[src/common/device_config_regs.vh]
// Offsets, field positions, reset values and timing counts for the configuration word decoder
`ifndef DEVICE_CONFIG_REGS_VH
`define DEVICE_CONFIG_REGS_VH

`define WORD2_OFS          12'h000
`define WORD3_OFS          12'h004
`define STATUS_OFS         12'h008
`define DECODED_OFS        12'h00c
`define ADDR_DEC_BITS      12

`define PLL_DIV_LSB        0
`define PLL_DIV_MSB        2
`define BUS_POWER_OWN_BIT  31
`define ID_PIN_OWN_BIT     30
`define CAN_PINS_BIT       26
`define ETH_PINS_BIT       25
`define PHY_FULL_BIT       24
`define SHADOW_SEL_LSB     16
`define SHADOW_SEL_MSB     18
`define USER_ID_LSB        0
`define USER_ID_MSB        15
`define WORD3_RSVD_MASK    32'h38f80000

`define STAT_LOADED_BIT    0
`define STAT_WRITE_BIT     1
`define STAT_UNMAPPED_BIT  2

`define WORD_RESET         32'hffffffff
`define ID_RESET           16'hffff
`define SYNC_RESET         64'hffffffffffffffff
`define CAPTURE_WAIT       2'h3
`define HRESP_OKAY         1'h0

`endif

[src/hw/device_config_word_decode.v]
// Configuration word decoder: capture, static decoded outputs and AHB-Lite read-back
// Operation
// - Bits 2:0 choose PLL input divide ratio
// - Bit 31 gives bus-power pin to USB
// - Bit 30 gives ID pin to USB
// - Bit 26 picks default or alternate CAN pins
// - Bit 25 picks default or alternate Ethernet pins
// - Bit 24 selects MII, else RMII
// - Bits 18:16 assign shadow set to priority
// - User identifier readable on both debug ports
`timescale 1ns/1ps
`include "device_config_regs.vh"
module device_config_word_decode (
   input  wire        hclk,
   input  wire        hresetn,
   input  wire        hsel,
   input  wire [31:0] haddr,
   input  wire [1:0]  htrans,
   input  wire        hwrite,
   input  wire [2:0]  hsize,
   input  wire [2:0]  hburst,
   input  wire [3:0]  hprot,
   input  wire [31:0] hwdata,
   input  wire        hready,
   output reg         hreadyout,
   output reg  [31:0] hrdata,
   output reg         hresp,
   input  wire [31:0] nv_word_2,
   input  wire [31:0] nv_word_3,
   input  wire        prog_sclk,
   input  wire        prog_sel,
   output wire        prog_sdo,
   input  wire        jtag_sclk,
   input  wire        jtag_sel,
   output wire        jtag_sdo,
   output reg         config_loaded,
   output reg  [2:0]  pll_input_divider_select,
   output reg  [3:0]  pll_input_divide_ratio,
   output reg         usb_bus_power_pin_owner,
   output reg         usb_id_pin_owner,
   output reg         can_pin_set_select,
   output reg         ethernet_pin_set_select,
   output reg         phy_interface_full_select,
   output reg  [2:0]  shadow_set_priority_select,
   output reg  [7:0]  shadow_set_priority_mask,
   output reg  [15:0] user_identifier
);

   // Divide code to ratio; codes 6 and 7 skip to 10 and 12
   function [3:0] pll_ratio;
      input [2:0] code;
      begin
         case (code)
            3'h0:    pll_ratio = 4'h1;
            3'h1:    pll_ratio = 4'h2;
            3'h2:    pll_ratio = 4'h3;
            3'h3:    pll_ratio = 4'h4;
            3'h4:    pll_ratio = 4'h5;
            3'h5:    pll_ratio = 4'h6;
            3'h6:    pll_ratio = 4'ha;
            3'h7:    pll_ratio = 4'hc;
            default: pll_ratio = 4'h1;
         endcase
      end
   endfunction

   // Register index from a byte address; used for both reads and writes
   function [2:0] reg_select;
      input [`ADDR_DEC_BITS-1:0] addr;
      begin
         case (addr)
            `WORD2_OFS:   reg_select = 3'h1;
            `WORD3_OFS:   reg_select = 3'h2;
            `STATUS_OFS:  reg_select = 3'h3;
            `DECODED_OFS: reg_select = 3'h4;
            default:      reg_select = 3'h0;
         endcase
      end
   endfunction

   wire [31:0] word_2_raw;
   wire [31:0] word_3_raw;
   wire        loaded_raw;
   wire [31:0] word_3_view;
   wire [2:0]  shadow_code;
   wire [7:0]  shadow_mask_d;
   wire        access_take;
   wire [2:0]  access_reg;
   wire        upper_addr_zero;
   wire [31:0] status_word;
   wire [31:0] decoded_word;
   reg  [31:0] rdata_d;
   reg         write_seen_q;
   reg         unmapped_seen_q;
   reg         write_seen_d;
   reg         unmapped_seen_d;

   config_capture u_capture (
      .hclk      (hclk),
      .hresetn   (hresetn),
      .nv_word_2 (nv_word_2),
      .nv_word_3 (nv_word_3),
      .word_2_q  (word_2_raw),
      .word_3_q  (word_3_raw),
      .loaded_q  (loaded_raw)
   );

   // Same identifier feeds both ports; each port keeps its own shifter
   user_id_serial_reader u_prog_reader (
      .hclk     (hclk),
      .hresetn  (hresetn),
      .sclk_pin (prog_sclk),
      .sel_pin  (prog_sel),
      .id_value (user_identifier),
      .sdo_q    (prog_sdo)
   );

   user_id_serial_reader u_jtag_reader (
      .hclk     (hclk),
      .hresetn  (hresetn),
      .sclk_pin (jtag_sclk),
      .sel_pin  (jtag_sel),
      .id_value (user_identifier),
      .sdo_q    (jtag_sdo)
   );

   // Reserved positions forced high so stale storage never shows through
   assign word_3_view = word_3_raw | `WORD3_RSVD_MASK;

   assign shadow_code = word_3_raw[`SHADOW_SEL_MSB:`SHADOW_SEL_LSB];

   // Bit p set means priority p uses the shadow set; code 0 sets all of 1 to 7
   genvar p;
   generate
      for (p = 0; p < 8; p = p + 1) begin : g_shadow
         if (p == 0) begin : g_zero
            assign shadow_mask_d[p] = 1'b0;
         end else begin : g_level
            localparam [2:0] level = p;
            assign shadow_mask_d[p] = (shadow_code == 3'h0) | (shadow_code == level);
         end
      end
   endgenerate

   // Decoded outputs follow the captured words, which never change after load
   always @(posedge hclk or negedge hresetn) begin
      if (!hresetn) begin
         config_loaded              <= 1'b0;
         pll_input_divider_select   <= 3'h0;
         pll_input_divide_ratio     <= 4'h1;
         usb_bus_power_pin_owner    <= 1'b0;
         usb_id_pin_owner           <= 1'b0;
         can_pin_set_select         <= 1'b1;
         ethernet_pin_set_select    <= 1'b1;
         phy_interface_full_select  <= 1'b1;
         shadow_set_priority_select <= 3'h0;
         shadow_set_priority_mask   <= 8'h00;
         user_identifier            <= `ID_RESET;
      end else begin
         config_loaded <= loaded_raw;
         if (loaded_raw) begin
            pll_input_divider_select   <= word_2_raw[`PLL_DIV_MSB:`PLL_DIV_LSB];
            pll_input_divide_ratio     <= pll_ratio(word_2_raw[`PLL_DIV_MSB:`PLL_DIV_LSB]);
            usb_bus_power_pin_owner    <= word_3_raw[`BUS_POWER_OWN_BIT];
            usb_id_pin_owner           <= word_3_raw[`ID_PIN_OWN_BIT];
            can_pin_set_select         <= word_3_raw[`CAN_PINS_BIT];
            ethernet_pin_set_select    <= word_3_raw[`ETH_PINS_BIT];
            phy_interface_full_select  <= word_3_raw[`PHY_FULL_BIT];
            shadow_set_priority_select <= shadow_code;
            shadow_set_priority_mask   <= shadow_mask_d;
            user_identifier            <= word_3_raw[`USER_ID_MSB:`USER_ID_LSB];
         end
      end
   end

   // Address phase is taken on the same edge that the master sees hready
   assign access_take     = hsel & hready & htrans[1];
   assign upper_addr_zero = (haddr[31:`ADDR_DEC_BITS] == 20'h00000);
   assign access_reg      = upper_addr_zero ? reg_select(haddr[`ADDR_DEC_BITS-1:0]) : 3'h0;

   assign status_word = {29'h00000000,
                         unmapped_seen_q,
                         write_seen_q,
                         config_loaded};

   assign decoded_word = {usb_bus_power_pin_owner,
                          usb_id_pin_owner,
                          3'h0,
                          can_pin_set_select,
                          ethernet_pin_set_select,
                          phy_interface_full_select,
                          shadow_set_priority_mask,
                          5'h00,
                          shadow_set_priority_select,
                          pll_input_divide_ratio,
                          1'b0,
                          pll_input_divider_select};

   // Read data is prepared in the address phase so hrdata comes from a flop
   always @* begin
      rdata_d = 32'h00000000;
      case (access_reg)
         3'h1:    rdata_d = word_2_raw;
         3'h2:    rdata_d = word_3_view;
         3'h3:    rdata_d = status_word;
         3'h4:    rdata_d = decoded_word;
         default: rdata_d = 32'h00000000;
      endcase
   end

   // Sticky flags clear on a status read, but a new event in that cycle wins
   always @* begin
      write_seen_d    = write_seen_q;
      unmapped_seen_d = unmapped_seen_q;
      if (access_take && !hwrite && access_reg == 3'h3) begin
         write_seen_d    = 1'b0;
         unmapped_seen_d = 1'b0;
      end
      if (access_take && hwrite) begin
         write_seen_d = 1'b1;
      end
      if (access_take && access_reg == 3'h0) begin
         unmapped_seen_d = 1'b1;
      end
   end

   // Zero wait states; writes are dropped, the words are read-only
   always @(posedge hclk or negedge hresetn) begin
      if (!hresetn) begin
         hreadyout       <= 1'b1;
         hresp           <= `HRESP_OKAY;
         hrdata          <= 32'h00000000;
         write_seen_q    <= 1'b0;
         unmapped_seen_q <= 1'b0;
      end else begin
         hreadyout       <= 1'b1;
         hresp           <= `HRESP_OKAY;
         write_seen_q    <= write_seen_d;
         unmapped_seen_q <= unmapped_seen_d;
         if (access_take && !hwrite) begin
            hrdata <= rdata_d;
         end else if (access_take) begin
            hrdata <= 32'h00000000;
         end
      end
   end

endmodule // device_config_word_decode

[src/hw/config_capture.v]
// Synchroniser and one-time capture of the nonvolatile configuration words
`timescale 1ns/1ps
`include "device_config_regs.vh"
module config_capture (
   input  wire        hclk,
   input  wire        hresetn,
   input  wire [31:0] nv_word_2,
   input  wire [31:0] nv_word_3,
   output reg  [31:0] word_2_q,
   output reg  [31:0] word_3_q,
   output reg         loaded_q
);
   reg  [63:0] meta_q;
   reg  [63:0] sync_q;
   reg  [1:0]  wait_q;

   // Words are sampled only after release, never by the reset itself
   always @(posedge hclk or negedge hresetn) begin
      if (!hresetn) begin
         meta_q   <= `SYNC_RESET;
         sync_q   <= `SYNC_RESET;
         wait_q   <= 2'h0;
         word_2_q <= `WORD_RESET;
         word_3_q <= `WORD_RESET;
         loaded_q <= 1'b0;
      end else begin
         meta_q <= {nv_word_3, nv_word_2};
         sync_q <= meta_q;
         if (!loaded_q) begin
            if (wait_q == `CAPTURE_WAIT) begin
               word_2_q <= sync_q[31:0];
               word_3_q <= sync_q[63:32];
               loaded_q <= 1'b1;
            end else begin
               wait_q <= wait_q + 2'h1;
            end
         end
      end
   end
endmodule // config_capture

[src/hw/user_id_serial_reader.v]
// Serial read-out of the user identifier for one external debug or programming port
`timescale 1ns/1ps
`include "device_config_regs.vh"
module user_id_serial_reader (
   input  wire        hclk,
   input  wire        hresetn,
   input  wire        sclk_pin,
   input  wire        sel_pin,
   input  wire [15:0] id_value,
   output reg         sdo_q
);
   reg  [1:0]  meta_q;
   reg  [1:0]  sync_q;
   reg  [1:0]  prev_q;
   reg  [15:0] shift_q;
   wire        sel_rise;
   wire        sclk_rise;

   // Bit 0 is the serial clock, bit 1 the select
   assign sel_rise  = sync_q[1] & ~prev_q[1];
   assign sclk_rise = sync_q[0] & ~prev_q[0];

   // Port clock must stay well under a quarter of hclk
   always @(posedge hclk or negedge hresetn) begin
      if (!hresetn) begin
         meta_q  <= 2'h0;
         sync_q  <= 2'h0;
         prev_q  <= 2'h0;
         shift_q <= `ID_RESET;
         sdo_q   <= 1'b0;
      end else begin
         meta_q <= {sel_pin, sclk_pin};
         sync_q <= meta_q;
         prev_q <= sync_q;
         if (!sync_q[1]) begin
            sdo_q <= 1'b0;
         end else if (sel_rise) begin
            shift_q <= id_value;
            sdo_q   <= id_value[15];
         end else if (sclk_rise) begin
            shift_q <= {shift_q[14:0], 1'b0};
            sdo_q   <= shift_q[14];
         end
      end
   end
endmodule // user_id_serial_reader

[config.mk]
export PLATFORM = sky130hd
export DESIGN_NAME = device_config_word_decode
export DESIGN_NICKNAME = d
export VERILOG_FILES = /design/src/hw/device_config_word_decode.v /design/src/hw/config_capture.v /design/src/hw/user_id_serial_reader.v
export VERILOG_INCLUDE_DIRS = /design/src /design/src/common
export SDC_FILE = /design/constraint.sdc
export NUM_CORES = 1
export LEC_CHECK = 0
export BUFFER_PORTS_ARGS = -buffer_cell sky130_fd_sc_hd__buf_4
export CORE_MARGIN = 2
export CORE_UTILIZATION = 45
export DETAILED_ROUTE_END_ITERATION = 10
export PLACE_DENSITY = 0.65
export RECOVER_POWER = 100
export SLEW_MARGIN = 10
export SYNTH_ARGS = -nofsm -noshare
export SYNTH_HDL_FRONTEND = slang
export SYNTH_SLANG_ARGS = --single-unit
[constraint.sdc]
create_clock -name hclk -period 1.87 [get_ports hclk]
set_input_delay 0.0935 -clock hclk [delete_from_list [all_inputs] [get_ports hclk]]
set_output_delay 0.0935 -clock hclk [all_outputs]
set_load 0.03 [all_outputs]
Word level (Yosys, flattened, before mapping)
Memories as Yosys holds them, arrays and structs flattened. A register that Yosys moved wholly into a read port is not among the register bits. Index checks and enable logic that the tools add are counted.

Flip-flop bits (word level): 308. Bits in read-only memories: 32. Input bits: 149. Logic and storage cells: 106. Memories: 1.

Add/sub/neg operators: 1. Eq/ne operators: 17. Muxes and demuxes: 20. Bitwise gates (word level): 19. Reduce and logical (&&, ||, !) cells: 19.

Memories: (no name shown) (words 8, width 4, read ports 1, clocked after Yosys merged registers in 1, wr ports 0, RTL line device_config_word_decode.v:53) `case (code)`.

Operators by type and width (count): 32-bit one-hot mux with 4 select lines (1); 32-bit 2-to-1 mux (2); 15-bit 2-to-1 mux (4); 12-bit by 4-bit == test with 1-bit output, second input constant (2); 20-bit zero test (1); 3-bit == test, second input constant (5); 12-bit by 3-bit == test with 1-bit output, second input constant (1); 3-bit by 2-bit == test with 1-bit output, second input constant (4); 12-bit zero test (1); 3-bit one-hot mux with 4 select lines (1); 1-bit 2-to-1 mux (11); 2-bit nonzero test (5); 2-bit AND reduction (4); 1-bit OR (7); 1-bit AND (6); 3-bit by 1-bit == test with 1-bit output, second input constant (2); 3-bit zero test (2); 3-bit != test, second input constant (2); 1-bit NOT (6); 1-bit logical AND (4); 3-bit 2-to-1 mux (1); 2-bit by 1-bit adder with 2-bit output, second input constant (1); 2-bit == test, second input constant (1); 1-bit zero test (2).

Depth between registers and ports, before layout
Word-level depth: 7. Depth in mapped cells: 6. Gate-level depth less buffers: 4.

Cells and area by module
Synthesis repeated with hierarchy kept, for this count alone.

Cell total of the unflattened synthesis: 697. Area total of the unflattened synthesis: 11921.4 sq um.

Modules (own cells, without submodules): config_capture (instances 1, cells each 272, area each 6259.8 sq um, sequential area each 5119.9 sq um); device_config_word_decode (instances 1, cells each 301, area each 3549.7 sq um, sequential area each 1851.8 sq um); user_id_serial_reader (instances 2, cells each 62, area each 1056.0 sq um, sequential area each 569.3 sq um).

Least setup slack after synthesis
OpenSTA, ideal clock, no wires.

Kind: reg-to-reg. Start: register u_capture.wait_q[0]. End: register u_capture.word_3_q[10]. Library setup time: 0.082 ns. Data arrival time: 1.333 ns. Data required time: 1.788 ns. Path slack: 0.455 ns. Stages on the path, launching flop included: 6. Clock period less this slack: 1.415 ns. Path through: dfrtp_1 > ha_1 > nor2b_2 > buf_4 > buf_4 > mux2_2.

Cells in the longest elaborated chain, start to end: 2.

Ends and longest elaborated chain: start, declared (RTL line config_capture.v:15) `reg [1:0] wait_q;`; start signal, assigned (RTL line config_capture.v:35) `wait_q <= wait_q + 2'h1;`; 2-bit == test (no line); 2-bit AND reduction (no line); end signal, assigned (RTL line config_capture.v:24) `` word_3_q <= `WORD_RESET; ``; end signal, assigned (RTL line config_capture.v:32) `word_3_q <= sync_q[63:32];`; end, declared (RTL line config_capture.v:10) `output reg [31:0] word_3_q,`.

Every way passes these cells. A chain may end at the register's enable or synchronous reset.

Worst setup path after layout
Start: input port haddr[2]. End: register hrdata[30].

Cells in the longest elaborated chain, start to end: 6.

Ends and longest elaborated chain: start, declared (RTL line device_config_word_decode.v:17) `input wire [31:0] haddr,`; 12-bit by 4-bit == test with 1-bit output (tied with other cells) (RTL line device_config_word_decode.v:71) `case (addr)`; 3-bit one-hot mux with 4 select lines (*) (RTL line device_config_word_decode.v:71); 3-bit 2-to-1 mux (*) (RTL line device_config_word_decode.v:179) `` assign access_reg = upper_addr_zero ? reg_select(haddr[`ADDR_DEC_BITS-1:0]) : 3'h0; ``; 3-bit == test (tied with other cells) (RTL line device_config_word_decode.v:202) `case (access_reg)`; 32-bit one-hot mux with 4 select lines (*) (RTL line device_config_word_decode.v:202); 32-bit 2-to-1 mux (*) (RTL line device_config_word_decode.v:240) `if (access_take && !hwrite) begin`; end signal, assigned (RTL line device_config_word_decode.v:241) `hrdata <= rdata_d;`; end, declared (RTL line device_config_word_decode.v:26) `output reg [31:0] hrdata,`.

Mark *: on every way between the ends. The rest lies on a longest branch, timed or not.

==> flow_summary.ini <==
[sta]
finalSetupViolCount = 0
layout_min_cycle_time_ns = 1.60
worst_pin_slew_ns = 1.31
skew_ns = 0.0162
fmax_ghz = 0.627
rsz0062_at_grt = no
maxSlewViolCount = 0
setup_tns_ns = 0
final-hold-violation-count = 0
fin_crit_sh_pct = 85.4
slew_headroom_pct = 12.9

[pwr]
intPower_mw = 10.9
p_total_mw = 14.0
seqPwrFrac_pct = 50.5
power.switching_mw = 3.14
p_clk_share_pct = 42.1
swShare_pct = 22.3
max-vdd-ir-drop_mv = 0.717
powerDensity_mw_per_mm2 = 1040
leakagePower_nw = 5.78
comb_power_share_pct = 7.4

[global_route]
overflow = 0
grt_max_degree = 65
grt_usage_pct = 17.8
grt_pass1_vias = 6367
grt_pass1_wl_mm = 34.4
antenna_found_initial = 0

[cts]
cts_setup_buffers = 0
clock-sinks = 288
htree_levels = 1
cts_inserted_buffers = 30
insertion_delay_ns = 0.55
cts_tree = yes
clk_pin_slew_ns = 0.06
clockBufferDepth = 3
post_cts_resized = 0
root_buffer = clkbuf_16

[critical_path]
critPathKind = input port to flop
worstPathArrival_ns = 2.02
required_ns = 2.29
critPathLaunchType = input port
end_kind = flop
crit_fanout = 28

[layout]
fin_area_mm2 = 0.0136
fin_util_pct = 58.3
area_delta_synth_final_pct = 28.5
layout-drive-gt1-share_pct = 51.3
antenna_cells = 0
nets = 1092

[drt]
wl_mm = 21.5
drt_pass1_iterations = 4
drtIter0Drc = 263
vias = 6253
post_drt_wl_per_cell_um = 16.7
wl_met3_mm = 1.15
via_per_inst = 4.87
wl_met2_mm = 10.7
ant_nets = 0
wirelength_met1_mm = 9.23
drc = 0
top_layer = met4

[place]
dpl.hpwl_mm = 13.8
globalplace.congestion = 0.722
dpl-instance-area_mm2 = 0.0122
numPortBuffers = 170

[logic_synthesis]
synth_top_area_share_pct = 54.3
ys_seq_area_share_pct = 70.9
yosysWarningCount = 0
synth-seq-cells = 288
syn_area_mm2 = 0.0106
synthCells = 694
synthArstFlopShare_pct = 100
synth_area_leaders = dfstp_2 (54%), dfrtp_1 (17%), mux2_2 (11%), mux2i_1 (3.4%), o21ai_0 (2.6%)
synth_edf_count = 0
yosysTopAreaCell = dfstp_2
ys_dominant_reg_cell = dfstp_2
syn_avg_cell_area_um2 = 15.2
yosysUniqueCellTypes = 43

[floorplanning]
die_h_um = 157
rows = 56
die_area_mm2 = 0.0247
start_util_pct = 45.4
core_mm2 = 0.0233
io_pins = 225
die_w_um = 157

[status]
status = finished, final reports clean

[min_path]
min_path_type = input port to flop

[run]
cap_violations = 0
[per-stage QoR]
step / instances / worst slack [ns] / hold WS, ns
final: 1284 / 0.274 / 0.0791
after global routing: 1284 / 0.139 / 0.0884
after CTS: 1284 / 0.345 / 0.00746
after detailed placement: 1163 / 0.341 / 0.0306
after global placement: 1163 / 0.378 / 0.0342
after floorplan: 695 / 0.455 / -0.202
[routing by layer]
metal / GRT usage, % / vias up
met5: 0 / -
met4: 4.33 / 0
met3: 3.30 / 35
met2: 30.2 / 163
met1: 23.8 / 3158
li1: - / 2897
[power by group through the flow]
stage	Combinational [mW]	Clock, mW	Sequential [mW]
after floorplan	0.449	0	7.20
after global placement	0.984	0	7.18
after detailed placement	1.00	0	7.19
after CTS	1.12	6.08	7.10
after global routing	1.16	6.37	7.14
final	1.04	5.92	7.09
[cells by family after synthesis]
logic type | count (synthesis) | synth area share, %
flops | 288 | 70.9
mux | 142 | 15.0
simple gates | 105 | 4.78
compound gates | 103 | 6.39
buf+inv | 49 | 2.32
xor+xnor | 3 | 0.249
fa+ha+maj | 2 | 0.237
other cells | 2 | 0.0712
[worst paths after layout]
kind                                          to  slack [ns]  depth (start not counted)                 start
setup / recovery                      hrdata[30]        0.27                          5              haddr[2]
hold / removal                        hrdata[20]        0.08                          5             haddr[30]
setup reg to reg           u_capture.word_3_q[5]        0.28                          4   u_capture.wait_q[0]
hold reg to reg             u_capture.sync_q[44]        0.34                          0  u_capture.meta_q[44]
max in group asynchronous   u_capture.meta_q[20]        0.38                          3               hresetn
min in group asynchronous             hrdata[26]        0.37                          2               hresetn
[worst max-delay path, stage by stage]
cell and delay [ns]:
dlygate4sd3_1 0.53, buf_4 0.18, clkbuf_2 0.68, a22oi_1 0.21, o41ai_1 0.31
[synthesized netlist by cell type, types with 2 or more instances]
library cell  number
a211o_1            2
a22oi_1           14
dfrtp_1           70
nor4_1             6
mux4_2             3
clkbuf_1           9
o21ai_1            9
o21ai_0           54
buf_2             19
inv_1             10
and4_4             2
dfstp_2          218
nand3_1            2
buf_1              2
a21oi_1            5
xor2_1             3
a21o_1             5
o211a_1            2
nand2_1           62
nor2_1            18
nand2_2            2
o41ai_2            6
conb_1             2
mux2_2           103
buf_4              8
mux2i_1           36
nor2b_1            4
ha_1               2
a32o_1             2
[sequential cells by signal, summed over array words and instances (netlist names), 3 cells and up]
register / flops
u_jtag_reader.shift_q: 15
u_capture.meta_q: 56
u_capture.word_3_q: 24
shadow_set_priority_select: 3
u_capture.word_2_q: 32
u_capture.sync_q: 56
shadow_set_priority_mask: 7
u_prog_reader.shift_q: 15
user_identifier: 16
hrdata: 32
pll_input_divide_ratio: 4
pll_input_divider_select: 3
[layout make-up]
type	instances	area, um2
clock inverter	13	133
tap	319	399
inverter	10	37.5
timing repair buffer	253	1820
sequential	288	7480
clock buffer	43	880
fill	1923	9700
multi-input combinational	358	2810
[cells in the final DEF (no fill, tap or decap), drive strengths merged]
cell | Yosys | routed
conb | 2 | 3
mux2i | 36 | 36
xor2 | 3 | 3
and3 | 1 | 1
a22oi | 14 | 14
a32o | 2 | 2
dlygate4sd3 | 0 | 65
a21oi | 5 | 5
nand4 | 1 | 1
o21ai | 64 | 64
inv | 10 | 10
and2 | 1 | 1
o41ai | 6 | 6
mux2 | 103 | 103
dfrtp | 70 | 70
bufinv | 0 | 2
mux4 | 3 | 3
dfstp | 218 | 218
nand3 | 3 | 3
nor3 | 1 | 1
ha | 2 | 2
a211o | 2 | 2
o211a | 2 | 2
buf | 30 | 47
nor2 | 18 | 18
clkinv | 0 | 10
a21o | 5 | 5
a22o | 1 | 1
a221o | 1 | 1
nor2b | 5 | 5
nor4 | 7 | 7
nand2 | 65 | 65
or4 | 1 | 1
clkinvlp | 0 | 1
clkbuf | 9 | 184
and4 | 2 | 2
o31a | 1 | 1
[repair_timing]
| action | in CTS | in global routing |
|---|---|---|
| hold buffers | 65 | 0 |
| hold endpoints to repair | 171 | 0 |
| endpoints found under the setup margin | 0 | 0 |
No activity file was read; power rests on OpenSTA's default activity.
